===== config.mk =====
export PLATFORM = sky130hd
export DESIGN_NAME = jip_port
export DESIGN_NICKNAME = d
export VERILOG_FILES = /design/src/include/jip_pkg.sv /design/src/hdl/jip_pin_filter.sv /design/src/hdl/jip_port.sv
export SDC_FILE = /design/constraint.sdc
export NUM_CORES = 1
export LEC_CHECK = 0
export BUFFER_PORTS_ARGS = -buffer_cell sky130_fd_sc_hd__buf_4
export CORE_ASPECT_RATIO = 2
export CORE_MARGIN = 1.5
export CORE_UTILIZATION = 47
export DETAILED_ROUTE_END_ITERATION = 7
export GPL_ROUTABILITY_DRIVEN = 0
export PLACE_DENSITY_LB_ADDON = 0.25
export SYNTH_ARGS = -nofsm -noshare
export SYNTH_HDL_FRONTEND = slang
export SYNTH_SLANG_ARGS = --single-unit

===== constraint.sdc =====
create_clock -name clk -period 2.2 [get_ports clk]
set_input_delay 0.11 -clock clk [delete_from_list [all_inputs] [get_ports clk]]
set_output_delay 0.11 -clock clk [all_outputs]
set_load 0.03 [all_outputs]

===== src/include/jip_pkg.sv =====
package jip_pkg;

  // Run-time enable register, offset from the I/O block base.
  localparam logic [7:0] JIP_ENABLE_OFFSET = 8'hC7;
  localparam int JIP_ENABLE_BIT = 0;
  localparam logic [7:0] JIP_ENABLE_RESET = 8'h00;

  // Instruction register and its codes.
  localparam int JIP_IR_W = 8;
  localparam logic [7:0] JIP_IR_CAPTURE = 8'h01;
  localparam logic [7:0] JIP_ISC_ENABLE = 8'h0C;
  localparam logic [7:0] JIP_ISC_DISABLE = 8'h0F;
  localparam logic [7:0] JIP_ISC_PROGRAM = 8'h1A;
  localparam logic [7:0] JIP_ISC_ERASE = 8'h1B;
  localparam logic [7:0] JIP_ISC_CLEAR = 8'h1C;
  localparam logic [7:0] JIP_BYPASS = 8'hFF;

  // Data register layout: target, address, data byte.
  localparam int JIP_DR_W = 26;
  localparam int JIP_OPT_EXT_BIT = 0;
  localparam int JIP_OPT_OD_BIT = 1;

  // Programming targets.
  localparam logic [1:0] JIP_TGT_PRIMARY = 2'h0;
  localparam logic [1:0] JIP_TGT_SECONDARY = 2'h1;
  localparam logic [1:0] JIP_TGT_LOGIC = 2'h2;
  localparam logic [1:0] JIP_TGT_CONFIG = 2'h3;

  // Number of sampling stages on pin inputs.
  localparam int JIP_SYNC_STAGES = 3;

  typedef enum logic [3:0] {
    JIP_TLR = 4'hF,
    JIP_RTI = 4'hC,
    JIP_SEL_DR = 4'h7,
    JIP_CAP_DR = 4'h6,
    JIP_SH_DR = 4'h2,
    JIP_EX1_DR = 4'h1,
    JIP_PA_DR = 4'h3,
    JIP_EX2_DR = 4'h0,
    JIP_UPD_DR = 4'h5,
    JIP_SEL_IR = 4'h4,
    JIP_CAP_IR = 4'hE,
    JIP_SH_IR = 4'hA,
    JIP_EX1_IR = 4'h9,
    JIP_PA_IR = 4'hB,
    JIP_EX2_IR = 4'h8,
    JIP_UPD_IR = 4'hD
  } jip_tap_state_type;

  typedef struct packed {
    logic tms;
    logic tck;
    logic tdi;
  } jip_tap_pins_type;

  typedef struct packed {
    logic [1:0] target;
    logic [15:0] addr;
    logic [7:0] data;
  } jip_prog_cmd_type;

endpackage


===== src/hdl/jip_pin_filter.sv =====
`timescale 1ns/1ps
`default_nettype none
module jip_pin_filter
  import jip_pkg::*;
#(
  parameter int WIDTH = 3
)
(
  input wire logic clk, // System clock.
  input wire logic rst_n, // Synchronous reset, active low.
  input wire logic [WIDTH-1:0] pin_in, // Raw pin levels.
  output logic [WIDTH-1:0] level_out // Filtered levels.
);

  logic [WIDTH-1:0] s1_reg, s1_next;
  logic [WIDTH-1:0] s2_reg, s2_next;
  logic [WIDTH-1:0] s3_reg, s3_next;
  logic [WIDTH-1:0] level_reg, level_next;

  // A change is accepted only once the second and third stages agree.
  always_comb
  begin
    s1_next = pin_in;
    s2_next = s1_reg;
    s3_next = s2_reg;
    level_next = level_reg;
    for (int i = 0; i < WIDTH; i++)
    begin
      if (s2_reg[i] == s3_reg[i])
      begin
        level_next[i] = s3_reg[i];
      end
    end
  end

  // Registers the sampling chain.
  always_ff @(posedge clk)
  begin
    if (!rst_n)
    begin
      s1_reg <= '0;
      s2_reg <= '0;
      s3_reg <= '0;
      level_reg <= '0;
    end
    else
    begin
      s1_reg <= s1_next;
      s2_reg <= s2_next;
      s3_reg <= s3_next;
      level_reg <= level_next;
    end
  end

  assign level_out = level_reg;

endmodule
`default_nettype wire


===== src/hdl/jip_port.sv =====
`timescale 1ns/1ps
`default_nettype none
// Contract
// - Port on when any enable condition true.
// - Pins inputs until enable command; then TDO.
// - Port off releases pins to general I/O.
// - Configuration bit dedicates pins permanently.
// - Register at offset C7h enables port.
// - Device reset or zero write clears enable.
// - Product term is third enable condition.
// - Dedicated pins: reset never aborts operations.
// - Otherwise reset blocks and aborts operations.
// - Only configuration commands; no boundary scan.
// - Blank device enables port by default.
// - Enable command optionally turns on extensions.
// - Error low on failure until clear.
// - Status high while memory idle and readable.
// - Program flash arrays, logic and configuration.
// - Status low during program, erase, secondary write.
// - Extensions optionally open-drain for wired-OR.
module jip_port
  import jip_pkg::*;
(
  input wire logic clk, // System clock, 200 MHz.
  input wire logic rst_n, // Power-on reset, active low.
  input wire logic dev_reset_n, // Device reset, active low.
  input wire logic nvm_dedicate, // Non-volatile dedication bit.
  input wire logic device_blank, // Device is blank or erased.
  input wire logic enable_product_term, // Product term enable from logic array.
  input wire logic io_sel, // I/O block base selected.
  input wire logic [7:0] reg_addr, // Register offset.
  input wire logic reg_wr, // Register write strobe.
  input wire logic [7:0] reg_wdata, // Register write data.
  output logic [7:0] reg_rdata, // Register read data.
  input wire jip_tap_pins_type tap_pin_in, // Test mode, clock and data pins.
  input wire logic [3:0] gpio_out, // General I/O output values.
  input wire logic [3:0] gpio_oe_n, // General I/O enables, active low.
  output logic [3:0] pin_out, // Pin output values.
  output logic [3:0] pin_oe_n, // Pin enables, active low.
  output logic program_status_out, // Status extension value.
  output logic program_status_oe_n, // Status extension enable, active low.
  output logic program_error_out, // Error extension value.
  output logic program_error_oe_n, // Error extension enable, active low.
  input wire logic mem_busy, // Memory program or erase running.
  input wire logic prog_fail, // Program or erase failure pulse.
  output jip_prog_cmd_type prog_cmd, // Programming command fields.
  output logic prog_req, // Program request pulse.
  output logic erase_req // Erase request pulse.
);

  // Selects the long data register for data-bearing instructions.
  function automatic logic dr_is_data(input logic [7:0] ir);
    dr_is_data = (ir == JIP_ISC_PROGRAM) || (ir == JIP_ISC_ERASE) || (ir == JIP_ISC_ENABLE);
  endfunction

  jip_tap_pins_type tap_f;
  logic [2:0] tap_level;
  logic port_on, dedicated, abort, hold, tck_rise, tck_fall, reg_hit;
  logic err_clear;
  logic enable_reg, enable_next;
  logic tck_prev_reg, tck_prev_next;
  jip_tap_state_type tap_state_reg, tap_state_next;
  logic [7:0] ir_shift_reg, ir_shift_next, ir_reg, ir_next;
  logic [JIP_DR_W-1:0] dr_shift_reg, dr_shift_next;
  logic bypass_reg, bypass_next;
  logic active_reg, active_next, ext_en_reg, ext_en_next, od_reg, od_next;
  logic tdo_reg, tdo_next, tdo_drive_reg, tdo_drive_next;
  logic error_reg, error_next, disabled_seen_reg, disabled_seen_next;
  jip_prog_cmd_type prog_cmd_reg, prog_cmd_next;
  logic prog_req_reg, prog_req_next, erase_req_reg, erase_req_next;
  logic [3:0] pin_out_reg, pin_out_next, pin_oe_n_reg, pin_oe_n_next;
  logic st_out_reg, st_out_next, st_oe_n_reg, st_oe_n_next;
  logic er_out_reg, er_out_next, er_oe_n_reg, er_oe_n_next;

  jip_pin_filter #(
    .WIDTH(3)
  ) u_filter (
    .clk(clk),
    .rst_n(rst_n),
    .pin_in(tap_pin_in),
    .level_out(tap_level)
  );

  // Enable terms and test clock edges.
  always_comb
  begin
    tap_f = jip_tap_pins_type'(tap_level);
    dedicated = nvm_dedicate | device_blank;
    port_on = dedicated | enable_reg | enable_product_term;
    abort = ~dev_reset_n & ~dedicated;
    hold = ~port_on | abort;
    tck_rise = tap_f.tck & ~tck_prev_reg;
    tck_fall = ~tap_f.tck & tck_prev_reg;
    reg_hit = io_sel & (reg_addr == JIP_ENABLE_OFFSET);
    reg_rdata = reg_hit ? {7'h00, enable_reg} : 8'h00;
  end

  // Run-time enable register.
  always_comb
  begin
    enable_next = enable_reg;
    if (reg_hit && reg_wr)
    begin
      enable_next = reg_wdata[JIP_ENABLE_BIT];
    end
    if (!dev_reset_n)
    begin
      enable_next = 1'b0;
    end
  end

  // Test access port controller and its registers.
  always_comb
  begin
    tck_prev_next = tap_f.tck;
    tap_state_next = tap_state_reg;
    ir_shift_next = ir_shift_reg;
    ir_next = ir_reg;
    dr_shift_next = dr_shift_reg;
    bypass_next = bypass_reg;
    active_next = active_reg;
    ext_en_next = ext_en_reg;
    od_next = od_reg;
    tdo_next = tdo_reg;
    tdo_drive_next = tdo_drive_reg;
    disabled_seen_next = disabled_seen_reg;
    prog_cmd_next = prog_cmd_reg;
    prog_req_next = 1'b0;
    erase_req_next = 1'b0;
    err_clear = 1'b0;
    if (hold)
    begin
      tap_state_next = JIP_TLR;
      ir_next = JIP_BYPASS;
      active_next = 1'b0;
      ext_en_next = 1'b0;
      od_next = 1'b0;
      tdo_drive_next = 1'b0;
    end
    else if (tck_rise)
    begin
      case (tap_state_reg)
        JIP_TLR: tap_state_next = tap_f.tms ? JIP_TLR : JIP_RTI;
        JIP_RTI: tap_state_next = tap_f.tms ? JIP_SEL_DR : JIP_RTI;
        JIP_SEL_DR: tap_state_next = tap_f.tms ? JIP_SEL_IR : JIP_CAP_DR;
        JIP_CAP_DR: tap_state_next = tap_f.tms ? JIP_EX1_DR : JIP_SH_DR;
        JIP_SH_DR: tap_state_next = tap_f.tms ? JIP_EX1_DR : JIP_SH_DR;
        JIP_EX1_DR: tap_state_next = tap_f.tms ? JIP_UPD_DR : JIP_PA_DR;
        JIP_PA_DR: tap_state_next = tap_f.tms ? JIP_EX2_DR : JIP_PA_DR;
        JIP_EX2_DR: tap_state_next = tap_f.tms ? JIP_UPD_DR : JIP_SH_DR;
        JIP_UPD_DR: tap_state_next = tap_f.tms ? JIP_SEL_DR : JIP_RTI;
        JIP_SEL_IR: tap_state_next = tap_f.tms ? JIP_TLR : JIP_CAP_IR;
        JIP_CAP_IR: tap_state_next = tap_f.tms ? JIP_EX1_IR : JIP_SH_IR;
        JIP_SH_IR: tap_state_next = tap_f.tms ? JIP_EX1_IR : JIP_SH_IR;
        JIP_EX1_IR: tap_state_next = tap_f.tms ? JIP_UPD_IR : JIP_PA_IR;
        JIP_PA_IR: tap_state_next = tap_f.tms ? JIP_EX2_IR : JIP_PA_IR;
        JIP_EX2_IR: tap_state_next = tap_f.tms ? JIP_UPD_IR : JIP_SH_IR;
        JIP_UPD_IR: tap_state_next = tap_f.tms ? JIP_SEL_DR : JIP_RTI;
        default: tap_state_next = JIP_TLR;
      endcase
      case (tap_state_reg)
        JIP_TLR:
        begin
          ir_next = JIP_BYPASS;
        end
        JIP_CAP_IR:
        begin
          ir_shift_next = JIP_IR_CAPTURE;
        end
        JIP_SH_IR:
        begin
          ir_shift_next = {tap_f.tdi, ir_shift_reg[7:1]};
        end
        JIP_UPD_IR:
        begin
          // Unknown codes, boundary-scan ones among them, fall back to bypass.
          ir_next = ir_shift_reg;
          if (ir_shift_reg == JIP_ISC_ENABLE)
          begin
            active_next = 1'b1;
            disabled_seen_next = 1'b0;
          end
          else if (ir_shift_reg == JIP_ISC_DISABLE)
          begin
            active_next = 1'b0;
            ext_en_next = 1'b0;
            od_next = 1'b0;
            disabled_seen_next = 1'b1;
          end
          else if (ir_shift_reg == JIP_ISC_CLEAR && active_reg)
          begin
            err_clear = 1'b1;
          end
        end
        JIP_CAP_DR:
        begin
          bypass_next = 1'b0;
          dr_shift_next = {{(JIP_DR_W-2){1'b0}}, error_reg, ~mem_busy};
        end
        JIP_SH_DR:
        begin
          bypass_next = tap_f.tdi;
          dr_shift_next = {tap_f.tdi, dr_shift_reg[JIP_DR_W-1:1]};
        end
        JIP_UPD_DR:
        begin
          if (active_reg && ir_reg == JIP_ISC_ENABLE)
          begin
            ext_en_next = dr_shift_reg[JIP_OPT_EXT_BIT];
            od_next = dr_shift_reg[JIP_OPT_OD_BIT];
          end
          else if (active_reg && !mem_busy && (ir_reg == JIP_ISC_PROGRAM || ir_reg == JIP_ISC_ERASE))
          begin
            prog_cmd_next = jip_prog_cmd_type'(dr_shift_reg);
            prog_req_next = (ir_reg == JIP_ISC_PROGRAM);
            erase_req_next = (ir_reg == JIP_ISC_ERASE);
          end
        end
        default:
        begin
        end
      endcase
    end
    else if (tck_fall)
    begin
      // Serial output changes on the falling test clock edge.
      tdo_drive_next = active_reg & ((tap_state_reg == JIP_SH_DR) | (tap_state_reg == JIP_SH_IR));
      if (tap_state_reg == JIP_SH_IR)
      begin
        tdo_next = ir_shift_reg[0];
      end
      else
      begin
        tdo_next = dr_is_data(ir_reg) ? dr_shift_reg[0] : bypass_reg;
      end
    end
    if (!dev_reset_n && disabled_seen_reg)
    begin
      err_clear = 1'b1;
      disabled_seen_next = 1'b0;
    end
    // A failure in the same cycle as a clear keeps the flag set.
    error_next = prog_fail | (error_reg & ~err_clear);
  end

  // Pin multiplexing and extension outputs.
  always_comb
  begin
    pin_out_next = gpio_out;
    pin_oe_n_next = gpio_oe_n;
    if (port_on)
    begin
      pin_out_next = {tdo_reg, 3'h0};
      pin_oe_n_next = {~tdo_drive_reg, 3'h7};
    end
    st_out_next = 1'b0;
    st_oe_n_next = 1'b1;
    er_out_next = 1'b0;
    er_oe_n_next = 1'b1;
    if (port_on && active_reg && ext_en_reg)
    begin
      st_out_next = od_reg ? 1'b0 : ~mem_busy;
      st_oe_n_next = od_reg ? ~mem_busy : 1'b0;
      er_out_next = od_reg ? 1'b0 : ~error_reg;
      er_oe_n_next = od_reg ? ~error_reg : 1'b0;
    end
  end

  // Registers all state of the block.
  always_ff @(posedge clk)
  begin
    if (!rst_n)
    begin
      enable_reg <= JIP_ENABLE_RESET[JIP_ENABLE_BIT];
      tck_prev_reg <= 1'b0;
      tap_state_reg <= JIP_TLR;
      ir_shift_reg <= JIP_BYPASS;
      ir_reg <= JIP_BYPASS;
      dr_shift_reg <= '0;
      bypass_reg <= 1'b0;
      active_reg <= 1'b0;
      ext_en_reg <= 1'b0;
      od_reg <= 1'b0;
      tdo_reg <= 1'b0;
      tdo_drive_reg <= 1'b0;
      error_reg <= 1'b0;
      disabled_seen_reg <= 1'b0;
      prog_cmd_reg <= '0;
      prog_req_reg <= 1'b0;
      erase_req_reg <= 1'b0;
      pin_out_reg <= 4'h0;
      pin_oe_n_reg <= 4'hF;
      st_out_reg <= 1'b0;
      st_oe_n_reg <= 1'b1;
      er_out_reg <= 1'b0;
      er_oe_n_reg <= 1'b1;
    end
    else
    begin
      enable_reg <= enable_next;
      tck_prev_reg <= tck_prev_next;
      tap_state_reg <= tap_state_next;
      ir_shift_reg <= ir_shift_next;
      ir_reg <= ir_next;
      dr_shift_reg <= dr_shift_next;
      bypass_reg <= bypass_next;
      active_reg <= active_next;
      ext_en_reg <= ext_en_next;
      od_reg <= od_next;
      tdo_reg <= tdo_next;
      tdo_drive_reg <= tdo_drive_next;
      error_reg <= error_next;
      disabled_seen_reg <= disabled_seen_next;
      prog_cmd_reg <= prog_cmd_next;
      prog_req_reg <= prog_req_next;
      erase_req_reg <= erase_req_next;
      pin_out_reg <= pin_out_next;
      pin_oe_n_reg <= pin_oe_n_next;
      st_out_reg <= st_out_next;
      st_oe_n_reg <= st_oe_n_next;
      er_out_reg <= er_out_next;
      er_oe_n_reg <= er_oe_n_next;
    end
  end

  assign pin_out = pin_out_reg;
  assign pin_oe_n = pin_oe_n_reg;
  assign program_status_out = st_out_reg;
  assign program_status_oe_n = st_oe_n_reg;
  assign program_error_out = er_out_reg;
  assign program_error_oe_n = er_oe_n_reg;
  assign prog_cmd = prog_cmd_reg;
  assign prog_req = prog_req_reg;
  assign erase_req = erase_req_reg;
endmodule
`default_nettype wire


Word level (Yosys, flattened, before mapping)
Cells that the tools add are included.
Operators by class
  $add $sub $neg: 0
  multiply operators: 0
  div/mod/pow operators: 0
  $lt $le $gt $ge: 0
  eq/ne operators: 28
  shift operators: 0
  muxes and demuxes: 40
  bitwise gates (word level): 28
  reduce and logical (&&, ||, !) cells: 37
Operators with widths (count)
  one-hot mux 26 bit (2 select lines): 1
  one-hot mux 4 bit (12 select lines): 1
  equality test 4 bit (second input constant): 8
  one-hot mux 8 bit (2 select lines): 2
  equality test 8 x 4 -> 1 bit (second input constant): 3
  equality test 8 x 5 -> 1 bit (second input constant): 3
  two-way mux 1 bit: 20
  equality test 4 x 3 -> 1 bit (second input constant): 4
  inverter 1 bit: 16
  two-way mux 2 bit: 6
  two-way mux 3 bit: 4
  two-way mux 4 bit: 3
  AND reduction 3 bit: 4
  AND reduction 5 bit: 2
  nonzero test 2 bit: 5
  OR reduction 2 bit: 5
  equality test 4 x 2 -> 1 bit (second input constant): 2
  equality test 8 bit (second input constant): 1
  logical AND 1 bit: 8
  AND reduction 2 bit: 4
  AND 1 bit: 6
  inequality test 2 bit (second input constant): 3
  bitwise OR 1 bit: 6
  one-hot mux 1 bit (2 select lines): 3
  other kinds (8): 13
Word-level totals
  flip-flop bits (word level): 108
  bits in latches: 0
  bits in writable memories: 0
  ROM bits: 0
  input port bits: 37
  output and inout bits: 48
  logic and storage cells: 166
  memories kept: 0

Logic depth before layout (Yosys ltp)
Gate-level depths: netlist (run 1).
  word-level depth: 12
  depth in mapped cells: 7
  gate-level depth less buffers: 4

Hierarchy
A second synthesis (run 1) with hierarchy kept.
Unflattened totals
  cell total of the unflattened synthesis: 452
  area, all modules: 4276.6 sq um
Modules (own cells, without submodules)
  jip_port: times used 1, cells each 421, area an instance 3908.7 sq um, sequential area each 1901.8 sq um
  jip_pin_filter: times used 1, cells each 31, area an instance 367.9 sq um, sequential area each 240.2 sq um

Least setup slack after synthesis (run 1)
OpenSTA, ideal clock, no wires.
  path type: flip-flop to flip-flop
  start: register ir_shift_reg[5]
  end: register ext_en_reg
  library setup time: 72 ps
  arrival: 1777 ps
  required time: 2128 ps
  slack: 351 ps
  cell stages (with the launch flop): 5
  path buffers: 0
  clock period less this slack: 1849 ps
  cells stage by stage: dfxtp_1 or3_1 or4_4 a2111oi_4 mux2i_1
Between the ends
  word-level cells in the longest chain between the ends: 3
  elaborated cells between the ends (all ways): 5
  classes of those cells: eq/ne (4); reduce/logical (1)
Ends and longest elaborated chain
  start, declared: line jip_port.sv:63  | logic [7:0] ir_shift_reg, ir_shift_next, ir_reg, ir_next;
  start signal, assigned: line jip_port.sv:303  | ir_shift_reg <= ir_shift_next;
  equality test 8 x 4 -> 1 bit (on tied branches): line jip_port.sv:183, jip_port.sv:178
  inequality test 2 bit (no source line)
  AND reduction 5 bit (no source line) (*)
  end signal, assigned: line jip_port.sv:308  | ext_en_reg <= ext_en_next;
  end, declared: line jip_port.sv:66  | logic active_reg, active_next, ext_en_reg, ext_en_next, od_reg, od_next;
Mark *: on every way between the ends. The rest lies on a longest branch, timed or not.
A chain may end at the register's enable or synchronous reset.

Final worst setup path (run 1)
  start: register ir_shift_reg[5]
  end: register od_reg
Between the ends
  word-level cells in the longest chain between the ends: 3
  elaborated cells between the ends (all ways): 5
  classes of those cells: eq/ne (4); reduce/logical (1)
Ends and longest elaborated chain
  equality test 8 x 4 -> 1 bit (on tied branches): line jip_port.sv:183, jip_port.sv:178
  inequality test 2 bit (no source line)
  AND reduction 5 bit (no source line) (*)
  end signal, assigned: line jip_port.sv:309  | od_reg <= od_next;
  end, declared: line jip_port.sv:66
Marks and branches as above.

==> impl_results.md, run 1 <==
- Outcome: complete, no violations
- Port bufs: 70
- Final ANT Viol Nets: 0
- Most common cell in the synthesized netlist: dfxtp_1
- Final Non-Filler Cells: between 600 and 700
- Actual slew at the worst max-slew pin: 0.5725 ns
- Inserted Diodes: 0
- Final hold violation count: 0
- Synth async-reset ratio: 0
- Largest cells by area after synthesis: dfxtp_1 (51%), mux2i_1 (7.1%), nand2_1 (6.1%), a22oi_1 (4.3%), nor2_1 (4.0%)
- Crit end category: flop
- PD cells: 714.5 nW/um^2
- GR Util All Layers: 0.2144
- Hold crit path type: in2reg
- Clk Tree Root Cell: clkbuf_16
- Starting Density: 0.4866
- FF+latch count, synth: 107
- Wire length of the first global-routing pass: 16300 um
- Slew Limit Fails: 0
- FP Rows: 48
- Fin nets: about 570
- Seq/Total Area, Yosys: 0.5055
- DR vias: 3523
- # hold bufs at CTS: 9
- Largest stage delay, worst path: approximately 0.52 ns
- Antenna violations before repair: 0
- Worst-Skew Late Latency: between 0.3 and 0.4 ns
- Cell Area, Synth: 4238 sq um
- CTS tree: done
- Clk sinks: approximately 110
- Clock skew after layout: 0.006806 ns
- CP Depth: 4
- Iteration-0 DRC Markers: 179
- Worst path cell trace: or3_1, or4_4, a2111oi_4, mux2i_1
- RSZ-0062 raised after global routing: false
- Setup Buffers After CTS: 0
- Die Area: a little under 10000 sq um
- Synth Warn #: 0
- Clk slew on worst S/H paths: approximately 0.070 ns
- Area Overhead vs Synth: 23.97%
- Slew margin rel.: 0.6162
- GR Overflow Total: 0
- Placed Cells incl. Taps: 614
- CTS Buffer Depth: 2
- Critical path's slowest cell: or4_4
- DRC viols: 0
- Hold_ws: 0.006353 ns
- Leak: a little over 0.002 uW
- Critical path class: reg2reg
- H-tree depth: 3
- Gate count after technology mapping: 459
- Final HPWL from detailed placement: 7241 um
- # setup viols final: 0
- Ratio of cells with drive above 1 in the final layout: 0.2171
- DR pass1 iterations: 6
- Period utilisation layout: 0.9476
- Resize count post-CTS: 0
- Hold Path Depth: 2
- Core area: 8708 sq um
- Synth top cells by count: dfxtp_1 (107), nand2_1 (69), nor2_1 (45), mux2i_1 (30), a22oi_1 (24)
- Fmax: 479.7 MHz
- Post-synth EDFFs: 0
- Post-route worst setup slack: about 0.12 ns
- Netlist cell types: 58
- Crit path DAT: 2.34 ns
- Setup TNS: 0 ns
- Top_reg_cell synth: dfxtp_1
- Final Critical Period: 2.085 ns
- IO Pins: 85
- Routed WL: about 10000 um
- Wire per inst: 15.79 um
- Die H: 137.3 um
- Vias per cell: 5.513
- Pin count of the biggest net entering global routing: 51
- Vias in the first global route: 3436
- Critical Path Source Type: flop
- CP max FO: 4
- Average size of a mapped cell: 9.233 sq um
- Post-synth top area share: 0.5055
- R2R depth: 4
- Number of CTS-inserted buffers: 9
- CP Data Required Time: 2.46 ns
- Placement Setup Slack: between 0.15 and 0.2 ns
- R2R setup slack: 0.12 ns
- Area leader, netlist: dfxtp_1
- Delay-heaviest family, CP: simple AND/OR/NAND/NOR gates
- Die X-Extent: 70.15 um
- Max Cap Viol: 0
- Worst IR Drop VDD: around 470 uV
- CP Buf/Inv Count: 0
## layout by cell type (no fill, tap or decap), types with 11 or more instances in the layout
cell     Yosys  final
dfxtp_1    107    107
buf_4        8     84
nand2_1     69     69
nor2_1      45     45
mux2i_1     30     30
a22oi_1     24     24
o21ai_0     22     22
nor3_1      15     15
a21oi_1     11     11
and2_1      11     11
## where the power goes
group	internal, uW	switching [uW]	total [uW]
Sequential	1950	5.92	1950
Clock	949	699	1650
Combinational	65.8	87.7	154
Total	2960	793	3750
## path summary, 6_finish.rpt
kind,startpoint,endpoint
worst max-delay path,ir_shift_reg[5]$_SDFFE_PN1P_,od_reg$_SDFFE_PP0P_
worst min-delay path,gpio_out[1],pin_out[1]$_SDFF_PP0_
worst max register to register,ir_shift_reg[5]$_SDFFE_PN1P_,od_reg$_SDFFE_PP0P_
worst min register to register,u_filter.s1_reg[0]$_SDFF_PN0_,u_filter.s2_reg[0]$_SDFF_PN0_
## layout make-up
class	instances	area, sq um
Fill cell	776	3455
Sequential cell	107	2142
Multi-Input combinational cell	314	1904
Timing Repair Buffer	94	740.7
Clock buffer	11	252.7
Tap cell	100	125.1
Clock inverter	5	58.81
Inverter	8	30.03
## per-stage QoR
stage	total power, uW	cell area [sq um]	utilization
after CTS	3781	5254	0.6033
after detailed placement	2138	4852	0.5572
final	3754	5254	0.6033
after floorplan	2083	4260	-
after global routing	3862	5254	0.6033
after global placement	2135	4852	0.5572
## cell families (layout without fill, tap and decap cells)
group,count (synthesis),in the layout,share of synthesized area
DFF,107,107,0.5055
AOI/OAI and AO/OA,92,92,0.1597
and+or+nand+nor,184,184,0.2099
buffers and inverters,44,118,0.05049
muxes,31,31,0.07352
other,1,7,0.0008849
## metal layers
| layer | wire (um) | global-route usage |
|---|---|---|
| met1 | 3643 | 0.2012 |
| met2 | 5817 | 0.4291 |
| met3 | 208 | 0.02634 |
| met4 | 416 | 0.1271 |
| met5 | 0 | 0 |
No activity file was read; power rests on OpenSTA's default activity.
==> run 2: changes to the inputs <==
--- a/config.mk
+++ b/config.mk
@@ -8,10 +8,11 @@
 export BUFFER_PORTS_ARGS = -buffer_cell sky130_fd_sc_hd__buf_4
 export CORE_ASPECT_RATIO = 2
 export CORE_MARGIN = 1.5
-export CORE_UTILIZATION = 47
+export CORE_UTILIZATION = 54
 export DETAILED_ROUTE_END_ITERATION = 7
 export GPL_ROUTABILITY_DRIVEN = 0
 export PLACE_DENSITY_LB_ADDON = 0.25
+export SLEW_MARGIN = 40
 export SYNTH_ARGS = -nofsm -noshare
 export SYNTH_HDL_FRONTEND = slang
 export SYNTH_SLANG_ARGS = --single-unit
==> run 2 against run 1 <==
Net effect: highest routed layer unchanged; critical endpoint is now dr_shift_reg[13]$_SDFFE_PN0P_; critical path depth rose by 1; register-to-register slack gained 0.05 ns; clock-buffer cell count did not move; first-iteration DRC count up 30%.
==> impl_results.md, run 2 (synthesis results as in run 1) <==
- Critical Path Source Type: flop (unchanged)
- Worst-Skew Late Latency: 0.34 ns (about the same)
- Slew margin rel.: 0.4959 (was 0.6162)
- Fin nets: 569 (was 571)
- Hold_ws: 0.003696 ns (was 0.006353 ns)
- Clock skew after layout: 0.006447 ns (was 0.006806 ns)
- Slew Limit Fails: 0 (unchanged)
- Final Util: 0.6882 (was 0.6033)
- Placed Area: 4818 sq um (was 4852 sq um)
- IO Pins: 85 (unchanged)
- Final ANT Viol Nets: 0 (unchanged)
- Final hold violation count: 0 (unchanged)
- Placed Cells incl. Taps: 604 (was 614)
- Final Critical Period: 2.030 ns (was 2.085 ns)
- Vias in the first global route: 3310 (was 3436)
- Period utilisation layout: 0.9227 (was 0.9476)
- Pin count of the biggest net entering global routing: 76 (was 51)
- Commonest non-fill, non-tap cell in the layout: dfxtp_1 (unchanged)
- Crit end category: flop (unchanged)
- H-tree depth: 3 (unchanged)
- Starting Density: 0.5575 (was 0.4866)
- CP max FO: 24 (was 4)
- Fmax: 492.6 MHz (was 479.7 MHz)
- Crit path DAT: 2.31 ns (was 2.34 ns)
- Actual slew at the worst max-slew pin: 0.7562 ns (was 0.5725 ns)
- Die H: 128.3 um (was 137.3 um)
- Wire per inst: 15.26 um (was 15.79 um)
- Routed WL: 9631 um (was 10090 um)
- Ratio of cells with drive above 1 in the final layout: 0.2104 (was 0.2171)
- Max Cap Viol: 0 (unchanged)
- Die Area: 8420 sq um (was 9630 sq um)
- Inserted Diodes: 0 (unchanged)
- Iteration-0 DRC Markers: 232 (was 179)
- Largest stage delay, worst path: 0.62 ns (was 0.52 ns)
- Vias per cell: 5.550 (was 5.513)
- FF+latch area: 2142 sq um (unchanged)
- Clk Tree Root Cell: clkbuf_16 (unchanged)
- RSZ-0062 raised after global routing: false (unchanged)
- Die X-Extent: 65.64 um (was 70.15 um)
- CP Buf/Inv Count: 1 (was 0)
- Most frequent cells in the layout: dfxtp_1 (107), buf_4 (80), nand2_1 (69) (was dfxtp_1 (107), buf_4 (84), nand2_1 (69))
- DR vias: 3502 (was 3523)
- Setup Buffers After CTS: 0 (unchanged)
- Multi-input gate area: 1908 sq um (was 1904 sq um)
- Core area: 7601 sq um (was 8708 sq um)
- Worst path cell trace: or4b_1, a211oi_2, buf_4, a22oi_1, nor2_1 (was or3_1, or4_4, a2111oi_4, mux2i_1)
- Clk sinks: 107 (unchanged)
- DR pass1 iterations: 5 (was 6)
- GR Overflow Total: 0 (unchanged)
- Wire length of the first global-routing pass: 15580 um (was 16300 um)
- Area Overhead vs Synth: 23.44% (was 23.97%)
- CTS tree: done (unchanged)
- Critical path's slowest cell: or4b_1 (was or4_4)
- Filler cell count: 644 (was 776)
- CP Data Required Time: 2.48 ns (was 2.46 ns)
- Hold crit path type: in2reg (unchanged)
- Outcome: complete, no violations (unchanged)
- Port bufs: 70 (unchanged)
- Number of CTS-inserted buffers: 9 (unchanged)
- Resize count post-CTS: 0 (unchanged)
- Final Non-Filler Cells: 631 (was 639)
- Delay-heaviest family, CP: simple AND/OR/NAND/NOR gates (unchanged)
- Leak: 0.002022 uW (was 0.002041 uW)
- Critical path class: reg2reg (unchanged)
- CTS Buffer Depth: 2 (unchanged)
- PD cells: 714.1 nW/um^2 (was 714.5 nW/um^2)
- Setup TNS: 0 ns (unchanged)
- GR Util All Layers: 0.2419 (was 0.2144)
- Post-route cell area: 5231 sq um (was 5254 sq um)
- FP Rows: 45 (was 48)
- Final HPWL from detailed placement: 6732 um (was 7241 um)
- Clk slew on worst S/H paths: 0.07 ns (about the same)
- Worst IR Drop VDD: 449.5 uV (was 465.7 uV)
- Antenna violations before repair: 0 (unchanged)
- DRC viols: 0 (unchanged)
- # setup viols final: 0 (unchanged)
run 2: power by group:
group          switching [uW]  total [uW]  internal, uW
Combinational            88.4         156          67.6
Sequential               6.51        1950          1950
Clock                     706        1630           920
run 2: what timing repair did:
item,4_1_cts,5_1_grt
endpoints found under the hold margin,12,0
endpoints found under the setup margin,0,0
hold buffers,11,0
run 2: final timing paths:
kind         cells past startpoint  slack, ns                       endpoint                          start
min reg2reg                      1       0.43  u_filter.s2_reg[0]$_SDFF_PN0_  u_filter.s1_reg[0]$_SDFF_PN0_
max reg2reg                      5       0.17  dr_shift_reg[13]$_SDFFE_PN0P_  tap_state_reg[1]$_SDFFE_PP1P_
min                              3      0.004        enable_reg$_SDFFE_PN0P_                   reg_wdata[0]
max                              5       0.17  dr_shift_reg[13]$_SDFFE_PN0P_  tap_state_reg[1]$_SDFFE_PP1P_
run 2: routing by layer:
| layer | routed length [um] | global-route usage | vias up |
|---|---|---|---|
| met2 | 5464 | 0.4355 | 64 |
| li1 | - | - | 1738 |
| met5 | 0 | 0 | - |
| met3 | 247 | 0.05619 | 27 |
| met1 | 3580 | 0.2530 | 1673 |
| met4 | 339 | 0.1225 | 0 |
run 2: worst reg2reg max path, stage by stage (launching register included):
cell,delay [ns]
dfxtp_1,0.60
or4b_1,0.62
a211oi_2,0.20
buf_4,0.30
a22oi_1,0.14
nor2_1,0.11
run 2: stage by stage:
stage | worst slack, ns | total power [uW]
2_1_floorplan | 0.3509 | 2083
3_3_place_gp | 0.1332 | 2134
3_5_place_dp | 0.2313 | 2138
4_1_cts | 0.2067 | 3760
5_1_grt | 0.07168 | 3849
6_report | 0.1700 | 3736
run 2: cell type report:
| type | count | area share |
|---|---|---|
| clock buffers | 11 | 0.04640 |
| repair buffers | 92 | 0.1397 |
| well taps | 94 | 0.02248 |
| clock inverters | 5 | 0.01148 |
| flip-flops and latches | 107 | 0.4095 |
| inverters | 8 | 0.005740 |
| multi-input cells | 314 | 0.3647 |
